$ cat src/core/cbt_pkg.sv
`default_nettype none
package cbt_pkg;

    // Clock and bit timing, all in nanoseconds unless the name says otherwise.
    localparam int unsigned CLK_PERIOD_NS      = 40;
    localparam int unsigned BIT_PERIOD_NS      = 4000;
    localparam int unsigned BIT_MIN_NS         = 3970;
    localparam int unsigned BIT_MAX_NS         = 4030;
    localparam int unsigned BIT_CLKS_MIN       = (BIT_MIN_NS + CLK_PERIOD_NS - 1) / CLK_PERIOD_NS;
    localparam int unsigned BIT_CLKS_MAX       = BIT_MAX_NS / CLK_PERIOD_NS;
    localparam int unsigned QUANTUM_MAX_NS     = 400;
    localparam int unsigned QUANTUM_MAX_CLKS   = QUANTUM_MAX_NS / CLK_PERIOD_NS;
    localparam int unsigned NQ_MIN             = 10;
    localparam int unsigned NQ_MAX             = 22;
    localparam int unsigned SEG2_FLOOR_Q       = 2;

    // Network budget from which the per-quanta bounds below were derived.
    localparam int unsigned FREQ_DEV_PPM       = 7500;
    localparam int unsigned MEDIA_DELAY_MAX_NS = 800;
    localparam int unsigned NODE_LOOP_MIN_NS   = 50;
    localparam int unsigned NODE_LOOP_MAX_NS   = 390;
    localparam int unsigned PROP_MIN_NS        = 2 * NODE_LOOP_MIN_NS;
    localparam int unsigned PROP_MAX_NS        = 2 * (NODE_LOOP_MAX_NS + MEDIA_DELAY_MAX_NS);
    localparam int unsigned SJW_DRIFT_BITS     = 20;
    localparam int unsigned SEG2_DRIFT_BITS    = 25;

    // Register map.
    localparam logic [3:0] REG_QUANTUM_OFS  = 4'h0;
    localparam logic [3:0] REG_TIMING_OFS   = 4'h4;
    localparam logic [3:0] REG_STATUS_OFS   = 4'h8;
    localparam int unsigned TIM_NQ_LSB      = 0;
    localparam int unsigned TIM_SEG2_LSB    = 8;
    localparam int unsigned TIM_SJW_LSB     = 16;
    localparam int unsigned STAT_VALID_BIT  = 0;
    localparam int unsigned STAT_SAMPLE_BIT = 1;
    localparam int unsigned STAT_STATE_LSB  = 4;
    localparam int unsigned STAT_CLKS_LSB   = 16;

    // Reset setting: 20 quanta of 5 clocks, giving 100 clocks per bit.
    localparam logic [4:0] RST_PRESCALE = 5'h05;
    localparam logic [4:0] RST_NQ       = 5'h14;
    localparam logic [4:0] RST_SEG2     = 5'h04;
    localparam logic [3:0] RST_SJW      = 4'h4;

    typedef struct packed {
        logic [4:0] prescale;
        logic [4:0] nq;
        logic [4:0] seg2;
        logic [3:0] sjw;
    } cbt_cfg_t;

    typedef struct packed {
        logic strobe;
        logic value;
    } cbt_sample_t;

    typedef enum logic [1:0] {ST_SYNC, ST_SEG1, ST_SEG2} cbt_state_t;

    // Least jump width in quanta for each quanta count, from the drift and delay budget.
    function automatic logic [4:0] cbt_sjw_min_q(input logic [4:0] nq);
        cbt_sjw_min_q = (nq >= 5'h0F) ? 5'h04 : 5'h03;
    endfunction

    // Longest post-sample segment in quanta for each quanta count.
    function automatic logic [4:0] cbt_seg2_max_q(input logic [4:0] nq);
        case (nq)
            5'h16:               cbt_seg2_max_q = 5'h08;
            5'h13, 5'h14, 5'h15: cbt_seg2_max_q = 5'h07;
            5'h11, 5'h12:        cbt_seg2_max_q = 5'h06;
            5'h0F, 5'h10:        cbt_seg2_max_q = 5'h05;
            5'h0C, 5'h0D, 5'h0E: cbt_seg2_max_q = 5'h04;
            default:             cbt_seg2_max_q = 5'h03;
        endcase
    endfunction

endpackage
`default_nettype wire

$ cat src/core/cbt_sync2.sv
`timescale 1ns/1ps
`default_nettype none
module cbt_sync2 #(
    parameter logic RST_VAL = 1'b1
) (
    input  wire logic clk,
    input  wire logic rst_n,
    input  wire logic async_in,
    output logic      sync_out
);
    logic meta_q;
    logic sync_q;

    always_ff @(posedge clk or negedge rst_n) begin
        if (!rst_n) begin
            meta_q <= RST_VAL;
            sync_q <= RST_VAL;
        end else begin
            meta_q <= async_in;
            sync_q <= meta_q;
        end
    end

    assign sync_out = sync_q;
endmodule
`default_nettype wire

$ cat src/core/cbt_quantum_div.sv
`timescale 1ns/1ps
`default_nettype none
module cbt_quantum_div #(
    parameter int unsigned W = 5
) (
    input  wire logic         clk,
    input  wire logic         rst_n,
    input  wire logic         restart,
    input  wire logic [W-1:0] div,
    output logic              tick
);
    logic [W-1:0] cnt_q;
    logic [W-1:0] cnt_d;

    // Greater-or-equal keeps the count from running round when the divider shrinks mid-count.
    assign tick = !restart && (cnt_q >= div - W'(1));

    always_comb begin
        if (restart || tick) begin
            cnt_d = '0;
        end else begin
            cnt_d = cnt_q + W'(1);
        end
    end

    always_ff @(posedge clk or negedge rst_n) begin
        if (!rst_n) begin
            cnt_q <= '0;
        end else begin
            cnt_q <= cnt_d;
        end
    end
endmodule
`default_nettype wire

$ cat src/core/cbt_bit_timing.sv
// Decided for this implementation: the strobed register port and the register offsets.
`timescale 1ns/1ps
`default_nettype none
// How it works
// - one bus sample per bit, no voting
// - sample at bit minus post-sample segment
// - bit period 4000 ns within 3970..4030
// - bit period is whole system clocks, programmable
// - pre-sample equals bit minus one minus post
// - post-sample at least jump width and two
// - ten to twenty-two quanta per bit
// - quantum no longer than 400 ns
// - jump width meets drift and delay floor
// - post-sample within drift and round-trip ceiling
// - bounds assume 4000 ns, error in deviation
// - tolerate round trip of loop plus media
// - media 800 ns, node loop 50..390 ns
// - deviation term is 0.75 percent
// - sync segment lasts exactly one quantum; skipped after hard sync or early end
// - edges stretch or shrink within jump width
// - quantum from system clock by divider
module cbt_bit_timing (
    input  wire logic        CLK,
    input  wire logic        RST_N,
    input  wire logic [3:0]  REG_ADDR,
    input  wire logic [31:0] REG_WDATA,
    input  wire logic        REG_WE,
    input  wire logic        REG_RE,
    output logic      [31:0] REG_RDATA,
    input  wire logic        RX_PIN,
    input  wire logic        CTRL_IDLE,
    output logic             SAMPLE_STROBE,
    output logic             SAMPLE_BIT,
    output logic             BIT_START
);
    cbt_pkg::cbt_cfg_t    prog_q, prog_d;
    cbt_pkg::cbt_cfg_t    act_q, act_d;
    cbt_pkg::cbt_state_t  state_q, state_d;
    cbt_pkg::cbt_sample_t samp_q, samp_d;
    logic [31:0]          rdata_q, rdata_d;
    logic [4:0]           tq_cnt_q, tq_cnt_d;
    logic [5:0]           seg1_len_q, seg1_len_d;
    logic [4:0]           seg2_len_q, seg2_len_d;
    logic                 synced_q, synced_d;
    logic                 bit_start_q, bit_start_d;
    logic                 rx_prev_q;
    logic                 rx_s;
    logic                 fall_edge;
    logic                 tq_tick;
    logic                 restart;
    logic                 cfg_valid;
    logic [9:0]           bit_clks;
    logic [4:0]           prog_seg1;
    logic [4:0]           act_seg1;

    // Local aliases for the package's state names, since nothing is imported.
    localparam cbt_pkg::cbt_state_t ST_SYNC = cbt_pkg::ST_SYNC;
    localparam cbt_pkg::cbt_state_t ST_SEG1 = cbt_pkg::ST_SEG1;
    localparam cbt_pkg::cbt_state_t ST_SEG2 = cbt_pkg::ST_SEG2;

    // Bus input passes two flip-flops before any logic sees it.
    cbt_sync2 #(
        .RST_VAL (1'b1)
    ) u_rx_sync (
        .clk      (CLK),
        .rst_n    (RST_N),
        .async_in (RX_PIN),
        .sync_out (rx_s)
    );

    cbt_quantum_div #(
        .W (5)
    ) u_div (
        .clk     (CLK),
        .rst_n   (RST_N),
        .restart (restart),
        .div     (act_q.prescale),
        .tick    (tq_tick)
    );

    assign fall_edge = rx_prev_q & ~rx_s;
    assign prog_seg1 = prog_q.nq - 5'h01 - prog_q.seg2;
    assign act_seg1  = act_q.nq - 5'h01 - act_q.seg2;
    assign bit_clks  = 10'(prog_q.prescale) * 10'(prog_q.nq);

    // The quanta bounds come from the drift, deviation and round-trip budget at a 4000 ns bit.
    always_comb begin
        cfg_valid = 1'b1;
        if (bit_clks < 10'(cbt_pkg::BIT_CLKS_MIN) || bit_clks > 10'(cbt_pkg::BIT_CLKS_MAX)) begin
            cfg_valid = 1'b0;
        end
        if (prog_q.nq < 5'(cbt_pkg::NQ_MIN) || prog_q.nq > 5'(cbt_pkg::NQ_MAX)) begin
            cfg_valid = 1'b0;
        end
        if (prog_q.prescale == 5'h00 || prog_q.prescale > 5'(cbt_pkg::QUANTUM_MAX_CLKS)) begin
            cfg_valid = 1'b0;
        end
        if (prog_q.seg2 < {1'b0, prog_q.sjw} || prog_q.seg2 < 5'(cbt_pkg::SEG2_FLOOR_Q)) begin
            cfg_valid = 1'b0;
        end
        if ({1'b0, prog_q.sjw} < cbt_pkg::cbt_sjw_min_q(prog_q.nq)) begin
            cfg_valid = 1'b0;
        end
        if (prog_q.seg2 > cbt_pkg::cbt_seg2_max_q(prog_q.nq)) begin
            cfg_valid = 1'b0;
        end
        if (prog_seg1 == 5'h00) begin
            cfg_valid = 1'b0;
        end
    end

    // Software writes land in the programmed copy; the timing engine only sees the active copy.
    always_comb begin
        prog_d = prog_q;
        if (REG_WE && REG_ADDR == cbt_pkg::REG_QUANTUM_OFS) begin
            prog_d.prescale = REG_WDATA[4:0];
        end
        if (REG_WE && REG_ADDR == cbt_pkg::REG_TIMING_OFS) begin
            prog_d.nq   = REG_WDATA[cbt_pkg::TIM_NQ_LSB +: 5];
            prog_d.seg2 = REG_WDATA[cbt_pkg::TIM_SEG2_LSB +: 5];
            prog_d.sjw  = REG_WDATA[cbt_pkg::TIM_SJW_LSB +: 4];
        end
        act_d = act_q;
        if (CTRL_IDLE && cfg_valid) begin
            act_d = prog_q;
        end
        rdata_d = 32'h0000_0000;
        if (REG_RE) begin
            case (REG_ADDR)
                cbt_pkg::REG_QUANTUM_OFS: begin
                    rdata_d[4:0] = prog_q.prescale;
                end
                cbt_pkg::REG_TIMING_OFS: begin
                    rdata_d[cbt_pkg::TIM_NQ_LSB +: 5]   = prog_q.nq;
                    rdata_d[cbt_pkg::TIM_SEG2_LSB +: 5] = prog_q.seg2;
                    rdata_d[cbt_pkg::TIM_SJW_LSB +: 4]  = prog_q.sjw;
                end
                cbt_pkg::REG_STATUS_OFS: begin
                    rdata_d[cbt_pkg::STAT_VALID_BIT]     = cfg_valid;
                    rdata_d[cbt_pkg::STAT_SAMPLE_BIT]    = samp_q.value;
                    rdata_d[cbt_pkg::STAT_STATE_LSB +: 2] = state_q;
                    rdata_d[cbt_pkg::STAT_CLKS_LSB +: 10] = bit_clks;
                end
                default: begin
                    rdata_d = 32'h0000_0000;
                end
            endcase
        end
    end

    always_ff @(posedge CLK or negedge RST_N) begin
        if (!RST_N) begin
            prog_q  <= '{cbt_pkg::RST_PRESCALE, cbt_pkg::RST_NQ, cbt_pkg::RST_SEG2, cbt_pkg::RST_SJW};
            act_q   <= '{cbt_pkg::RST_PRESCALE, cbt_pkg::RST_NQ, cbt_pkg::RST_SEG2, cbt_pkg::RST_SJW};
            rdata_q <= 32'h0000_0000;
        end else begin
            prog_q  <= prog_d;
            act_q   <= act_d;
            rdata_q <= rdata_d;
        end
    end

    // Only falling edges resynchronise, and only one per bit, as a node would sample its own echo.
    always_comb begin
        logic [5:0] s1;
        logic [4:0] s2;
        logic [5:0] ext;
        logic [4:0] left;
        s1           = seg1_len_q;
        s2           = seg2_len_q;
        ext          = 6'(tq_cnt_q) + 6'h01;
        left         = seg2_len_q - tq_cnt_q;
        state_d      = state_q;
        tq_cnt_d     = tq_cnt_q;
        synced_d     = synced_q;
        samp_d       = '{strobe: 1'b0, value: samp_q.value};
        bit_start_d  = 1'b0;
        restart      = 1'b0;
        if (ext > 6'(act_q.sjw)) begin
            ext = 6'(act_q.sjw);
        end
        if (fall_edge && CTRL_IDLE && state_q != ST_SYNC) begin
            // Hard sync: the edge itself is the sync segment.
            state_d     = ST_SEG1;
            tq_cnt_d    = 5'h00;
            s1          = 6'(act_seg1);
            s2          = act_q.seg2;
            synced_d    = 1'b1;
            restart     = 1'b1;
            bit_start_d = 1'b1;
        end else if (fall_edge && !synced_q && state_q == ST_SEG2 && left <= 5'(act_q.sjw)) begin
            state_d     = ST_SEG1;
            tq_cnt_d    = 5'h00;
            s1          = 6'(act_seg1);
            s2          = act_q.seg2;
            synced_d    = 1'b1;
            restart     = 1'b1;
            bit_start_d = 1'b1;
        end else begin
            if (fall_edge && !synced_q && state_q == ST_SEG1) begin
                s1       = seg1_len_q + ext;
                synced_d = 1'b1;
            end
            if (fall_edge && !synced_q && state_q == ST_SEG2) begin
                s2       = seg2_len_q - 5'(act_q.sjw);
                synced_d = 1'b1;
            end
            if (tq_tick) begin
                case (state_q)
                    ST_SYNC: begin
                        state_d  = ST_SEG1;
                        tq_cnt_d = 5'h00;
                        s1       = 6'(act_seg1);
                        s2       = act_q.seg2;
                    end
                    ST_SEG1: begin
                        if (6'(tq_cnt_q) + 6'h01 >= s1) begin
                            state_d  = ST_SEG2;
                            tq_cnt_d = 5'h00;
                            samp_d   = '{strobe: 1'b1, value: rx_s};
                        end else begin
                            tq_cnt_d = tq_cnt_q + 5'h01;
                        end
                    end
                    ST_SEG2: begin
                        if (tq_cnt_q + 5'h01 >= s2) begin
                            state_d     = ST_SYNC;
                            tq_cnt_d    = 5'h00;
                            synced_d    = 1'b0;
                            bit_start_d = 1'b1;
                        end else begin
                            tq_cnt_d = tq_cnt_q + 5'h01;
                        end
                    end
                    default: begin
                        state_d = ST_SYNC;
                    end
                endcase
            end
        end
        seg1_len_d = s1;
        seg2_len_d = s2;
    end

    always_ff @(posedge CLK or negedge RST_N) begin
        if (!RST_N) begin
            state_q     <= ST_SYNC;
            tq_cnt_q    <= 5'h00;
            seg1_len_q  <= 6'h00;
            seg2_len_q  <= 5'h00;
            synced_q    <= 1'b0;
            samp_q      <= '{strobe: 1'b0, value: 1'b1};
            bit_start_q <= 1'b0;
            rx_prev_q   <= 1'b1;
        end else begin
            state_q     <= state_d;
            tq_cnt_q    <= tq_cnt_d;
            seg1_len_q  <= seg1_len_d;
            seg2_len_q  <= seg2_len_d;
            synced_q    <= synced_d;
            samp_q      <= samp_d;
            bit_start_q <= bit_start_d;
            rx_prev_q   <= rx_s;
        end
    end

    assign REG_RDATA     = rdata_q;
    assign SAMPLE_STROBE = samp_q.strobe;
    assign SAMPLE_BIT    = samp_q.value;
    assign BIT_START     = bit_start_q;

    // Checking helpers.
    logic [1:0] samp_in_bit_q;
    logic [5:0] sync_cyc_q;

    always_ff @(posedge CLK or negedge RST_N) begin
        if (!RST_N) begin
            samp_in_bit_q <= 2'h0;
            sync_cyc_q    <= 6'h00;
        end else begin
            if (bit_start_q) begin
                samp_in_bit_q <= 2'h0;
            end else if (samp_q.strobe && samp_in_bit_q != 2'h3) begin
                samp_in_bit_q <= samp_in_bit_q + 2'h1;
            end
            sync_cyc_q <= (state_q == ST_SYNC) ? sync_cyc_q + 6'h01 : 6'h00;
        end
    end
endmodule
`default_nettype wire

$ cat config.mk
export PLATFORM = sky130hd
export DESIGN_NAME = cbt_bit_timing
export DESIGN_NICKNAME = d
export VERILOG_FILES = /design/src/core/cbt_pkg.sv /design/src/core/cbt_sync2.sv /design/src/core/cbt_quantum_div.sv /design/src/core/cbt_bit_timing.sv
export SDC_FILE = /design/constraint.sdc
export NUM_CORES = 1
export LEC_CHECK = 0
export ABC_AREA = 0
export BUFFER_PORTS_ARGS = -buffer_cell sky130_fd_sc_hd__buf_2
export CAP_MARGIN = 20
export CELL_PAD_IN_SITES_DETAIL_PLACEMENT = 2
export CELL_PAD_IN_SITES_GLOBAL_PLACEMENT = 2
export CORE_ASPECT_RATIO = 1.4
export CORE_MARGIN = 2
export CORE_UTILIZATION = 41
export DETAILED_ROUTE_END_ITERATION = 6
export PLACE_DENSITY_LB_ADDON = 0.2
export REMOVE_ABC_BUFFERS = 1
export SYNTH_ARGS = -nofsm -noshare
export SYNTH_HDL_FRONTEND = slang
export SYNTH_SLANG_ARGS = --single-unit
export TNS_END_PERCENT = 5
$ cat constraint.sdc
create_clock -name CLK -period 11.9 [get_ports CLK]
set_clock_uncertainty 0.15 [all_clocks]
set_input_delay 1.19 -clock CLK [delete_from_list [all_inputs] [get_ports CLK]]
set_output_delay 1.19 -clock CLK [all_outputs]
set_load 0.05 [all_outputs]
==> metrics.sh <==
STATUS='finished, final reports clean'
SETUP_VIOLATIONS=0
YOSYS_REGISTER_BITS=89
ENDPOINT_KIND='flop'
CPLARGESTDELAYFAMILY='compound AO/OA/AOI/OAI gates'
REQUIRED_NS=12.03
CTS_MADE_BUFFERS=9
NUM-FILL-CELLS=1636
MAXIMUM_LEVEL_OF_THE_CTS_H_TREE=3
SYNTH_EDF_COUNT=0
PLACE_CONGESTION=0.801
DRIVE_ABOVE_1_SHARE_PCT=18.0
CP_DATA_ARRIVAL_TIME_NS=6.13
POST-DP-HPWL_UM=14500
CTS.REPAIR.RESIZED=0
LAYOUT.NETS=800
CRIT_BUF_INV=0
POST_DRT_WL_PER_CELL_UM=21.8
YOSYS_MOST_USED_DFF='sky130_fd_sc_hd__dfrtp_1'
REPORT.FINAL.HOLD_VIOL_COUNT=0
DIE_H_UM=152
CLOCK_INSERTION_DELAY_WORST_SKEW_NS=0.35
ANTENNA-DIODE-COUNT=0
SYNTH_WARNINGS=0
SYNTH.AREA.TOP_CELLS='sky130_fd_sc_hd__dfrtp_1 (29%), sky130_fd_sc_hd__ha_1 (16%), sky130_fd_sc_hd__dfstp_2 (6.6%)'
SYNTH_TOP_AREA_CELL='sky130_fd_sc_hd__dfrtp_1'
PLACEDCELLCOUNT=847
FINAL.SETUP.TNS_NS=0
LAYOUT_SETUP_WS_NS=5.90
CTS_TREE='built'
CRIT_PATH_MAX_FANOUT=9
SYNTH_CELL_TYPES=60
CTS_BUFFER_DEPTH=2
FIN_CRIT_SH_PCT=50.4
CTS.ROOT.BUFFER_CELL='sky130_fd_sc_hd__clkbuf_16'
FP.DIEW_UM=110
DESIGN.DIE.AREA_UM2=16600
SYNTH-SEQ-AREA-SHARE_PCT=35.1
INITIAL_UTILIZATION_PCT=41.5
POST-CTS-SETUP-BUFFERS=0
FLOW.AREA_GROWTH_FROM_SYNTHESIS_PCT=10.5
MAXCAPVIOLCOUNT=0
DRT-VIAS-PER-INSTANCE=5.65
CTS_NUM_SINKS=89
PIN_COUNT_OF_THE_BIGGEST_NET_ENTERING_GLOBAL_ROUTING=50
HOLD_PATH.CLASS='flop to flop'
SYNTH_AREA_PER_CELL_UM2=10.3
SLEW_VIOLATIONS=0
WORSTPATHCELLLIST='ha_1, xor2_1, ha_1, o21a_1, o21a_1, o21ai_0, nand3b_1, mux2i_1, ha_1, a21o_1, a21oi_1, o21bai_1, a211o_1, and3_1, ha_1, o21ai_0, o31ai_1, nand2_1, nor4b_1, mux2_2'
GRT_FIRST_PASS_WIRELENGTH_UM=30900
POST-PLACE-WS_NS=5.90
CTS_HOLD_BUFFERS=0
GRT_ANTENNA_BEFORE_REPAIR=0
DR_TOTAL_VIAS=4877
PERIOD_MINUS_SLACK_NS=6.00
FINISH.UTILIZATION_PCT=45.9
GLOBALROUTE.TOTALOVERFLOW=0
DRC_ERRORS=0
P_LEAK_nW=3.51
MAX-SLEW-MARGIN-REL_PCT=31.1
CRITICAL-PATH-TOP-CELL-BY-COUNT='sky130_fd_sc_hd__ha_1'
DRT_PASS1_ITERATIONS=4
SYNTH_CELLS=621
NUM_ROWS=54
SLOWEST_DELAY_NS=0.59
MAX_CLOCK_FREQ_MHz=167
ROUTE.FINAL.WIRE_LENGTH_UM=18800
ANT_NETS=0
STARTPOINT_TYPE='flop'
GRT_PASS1_VIAS=5814
NON_FILLER_CELLS_FINAL=863
WORSTSETUPPATHTYPE='flop to flop'
CLKTRANSATPATHREGS_NS=0.07
DETAIL_ROUTE.ITER0.VIOLATIONS=142
SETUP_REPAIR_AFTER_GLOBAL_ROUTING_MISSED_ITS_MARGIN='no'
CRIT_PATH_TOP_DELAY_CELL='sky130_fd_sc_hd__dfrtp_1'
VDD.IR_DROP.WORST_mV=0.0870
MAPPEDNETLISTAREA_UM2=6400
SYNTH-ASYNC-RESET-RATIO_PCT=100
CELLPOWERDENSITY_nW_PER_UM2=149
PLACEMENT.IO_BUFFERS=47
GROUTE.USAGE.OVERALL_PCT=24.2
IOPINCOUNT=77
CORE_AREA_UM2=15400
WORSTMARGINPINSLEW_NS=1.03
YOSYS.AREA.TOP_TYPE_SHARE_PCT=28.6
cell usage after synthesis (4+ instances only):
master	instances
sky130_fd_sc_hd__buf_4	11
sky130_fd_sc_hd__a21oi_1	28
sky130_fd_sc_hd__dfrtp_1	73
sky130_fd_sc_hd__nor3b_1	6
sky130_fd_sc_hd__and3_1	7
sky130_fd_sc_hd__nand3_1	12
sky130_fd_sc_hd__mux2_2	33
sky130_fd_sc_hd__o211ai_1	4
sky130_fd_sc_hd__dfstp_2	16
sky130_fd_sc_hd__ha_1	82
sky130_fd_sc_hd__nor2b_1	6
sky130_fd_sc_hd__and2_1	24
sky130_fd_sc_hd__buf_2	5
sky130_fd_sc_hd__xnor2_1	17
sky130_fd_sc_hd__nor2_1	34
sky130_fd_sc_hd__nand4_1	5
sky130_fd_sc_hd__nor3_1	9
sky130_fd_sc_hd__xor2_1	12
sky130_fd_sc_hd__mux2i_1	27
sky130_fd_sc_hd__clkbuf_1	10
sky130_fd_sc_hd__nand2_1	28
sky130_fd_sc_hd__fa_1	14
sky130_fd_sc_hd__a31oi_1	7
sky130_fd_sc_hd__a21o_1	13
sky130_fd_sc_hd__o22ai_1	5
sky130_fd_sc_hd__inv_1	50
sky130_fd_sc_hd__o21a_1	4
sky130_fd_sc_hd__nand2b_1	7
sky130_fd_sc_hd__o21ai_0	20
final cells by class:
type	instances	area (um^2)	area share (%)
clock buffer	10	229	3.24
multi-input combinational	463	3830	54.2
clock inverter	6	72.6	1.03
timing repair buffer	49	253	3.58
sequential	89	2250	31.8
tap	196	245	3.47
inverter	50	188	2.66
stage by stage:
step                      total power, mW  hold WS (ns)  cell area (um^2)
after floorplan                     0.634         0.195              6270
after global placement              0.729         0.196              6770
after detailed placement            0.758         0.204              6770
after CTS                            1.06         0.214              7070
after global routing                 1.12         0.222              7070
final                                1.05         0.215              7070
routing by layer:
metal	wire length, um	track usage, %	part of all wire (%)
met2	11000	46.5	59
met5	0	0	0
met1	6970	25.9	37
met3	311	3.30	1.7
met4	509	8.92	2.7
state kept, by name, summed over array words and instances (netlist names):
| signal | count |
|---|---|
| BIT_START | 1 |
| REG_RDATA | 21 |
| SAMPLE_BIT | 1 |
| SAMPLE_STROBE | 1 |
| act_q | 19 |
| prog_q | 19 |
| rx_prev_q | 1 |
| seg1_len_q | 6 |
| seg2_len_q | 5 |
| state_q | 2 |
| synced_q | 1 |
| tq_cnt_q | 5 |
| u_div.cnt_q | 5 |
| u_rx_sync.meta_q | 1 |
| u_rx_sync.sync_out | 1 |
logic make-up (layout without fill, tap and decap cells):
logic type	Yosys count	count (layout)	share of synthesized area, %
DFF	89	89	35.1
other	1	12	0.0586
adders and majority gates	96	96	20.4
muxes	61	61	10.2
and+or+nand+nor	156	156	13.2
buffers and inverters	80	115	5.61
xor gates and xnor gates	29	29	3.97
AOI/OAI and AO/OA	109	109	11.4
path summary, 6_finish.rpt:
kind,from,end,cells past startpoint,slack (ns)
worst max-delay path,tq_cnt_q[0],SAMPLE_BIT,20,5.90
min in group asynchronous,RST_N,seg2_len_q[0],1,0.67
worst min-delay path,u_rx_sync.meta_q,u_rx_sync.sync_out,0,0.22
worst max register to register,tq_cnt_q[0],SAMPLE_BIT,20,5.90
max in group asynchronous,RST_N,REG_RDATA[24],2,9.86
worst min register to register,u_rx_sync.meta_q,u_rx_sync.sync_out,0,0.22
report_power, final:
part / leakage [nW] / switching (mW) / internal [mW]
Combinational: 2.27 / 0.208 / 0.151
Sequential: 1.09 / 0.0600 / 0.333
Clock: 0.144 / 0.136 / 0.166
Total: 3.51 / 0.403 / 0.650
layout by cell type, fill, tap and decap left out, types with 9 or more instances in the layout:
cell and count:
sky130_fd_sc_hd__a21oi_1 28, sky130_fd_sc_hd__nor3_1 9, sky130_fd_sc_hd__inv_1 50, sky130_fd_sc_hd__clkbuf_16 9
sky130_fd_sc_hd__mux2_2 33, sky130_fd_sc_hd__xor2_1 12, sky130_fd_sc_hd__conb_1 12, sky130_fd_sc_hd__dfstp_2 16
sky130_fd_sc_hd__dfrtp_1 73, sky130_fd_sc_hd__buf_2 46, sky130_fd_sc_hd__ha_1 82, sky130_fd_sc_hd__nand2_1 28
sky130_fd_sc_hd__and2_1 24, sky130_fd_sc_hd__mux2i_1 27, sky130_fd_sc_hd__nand3_1 12, sky130_fd_sc_hd__xnor2_1 17
sky130_fd_sc_hd__a21o_1 13, sky130_fd_sc_hd__o21ai_0 20, sky130_fd_sc_hd__fa_1 14, sky130_fd_sc_hd__nor2_1 34
Power figures use the tool's default switching activity.
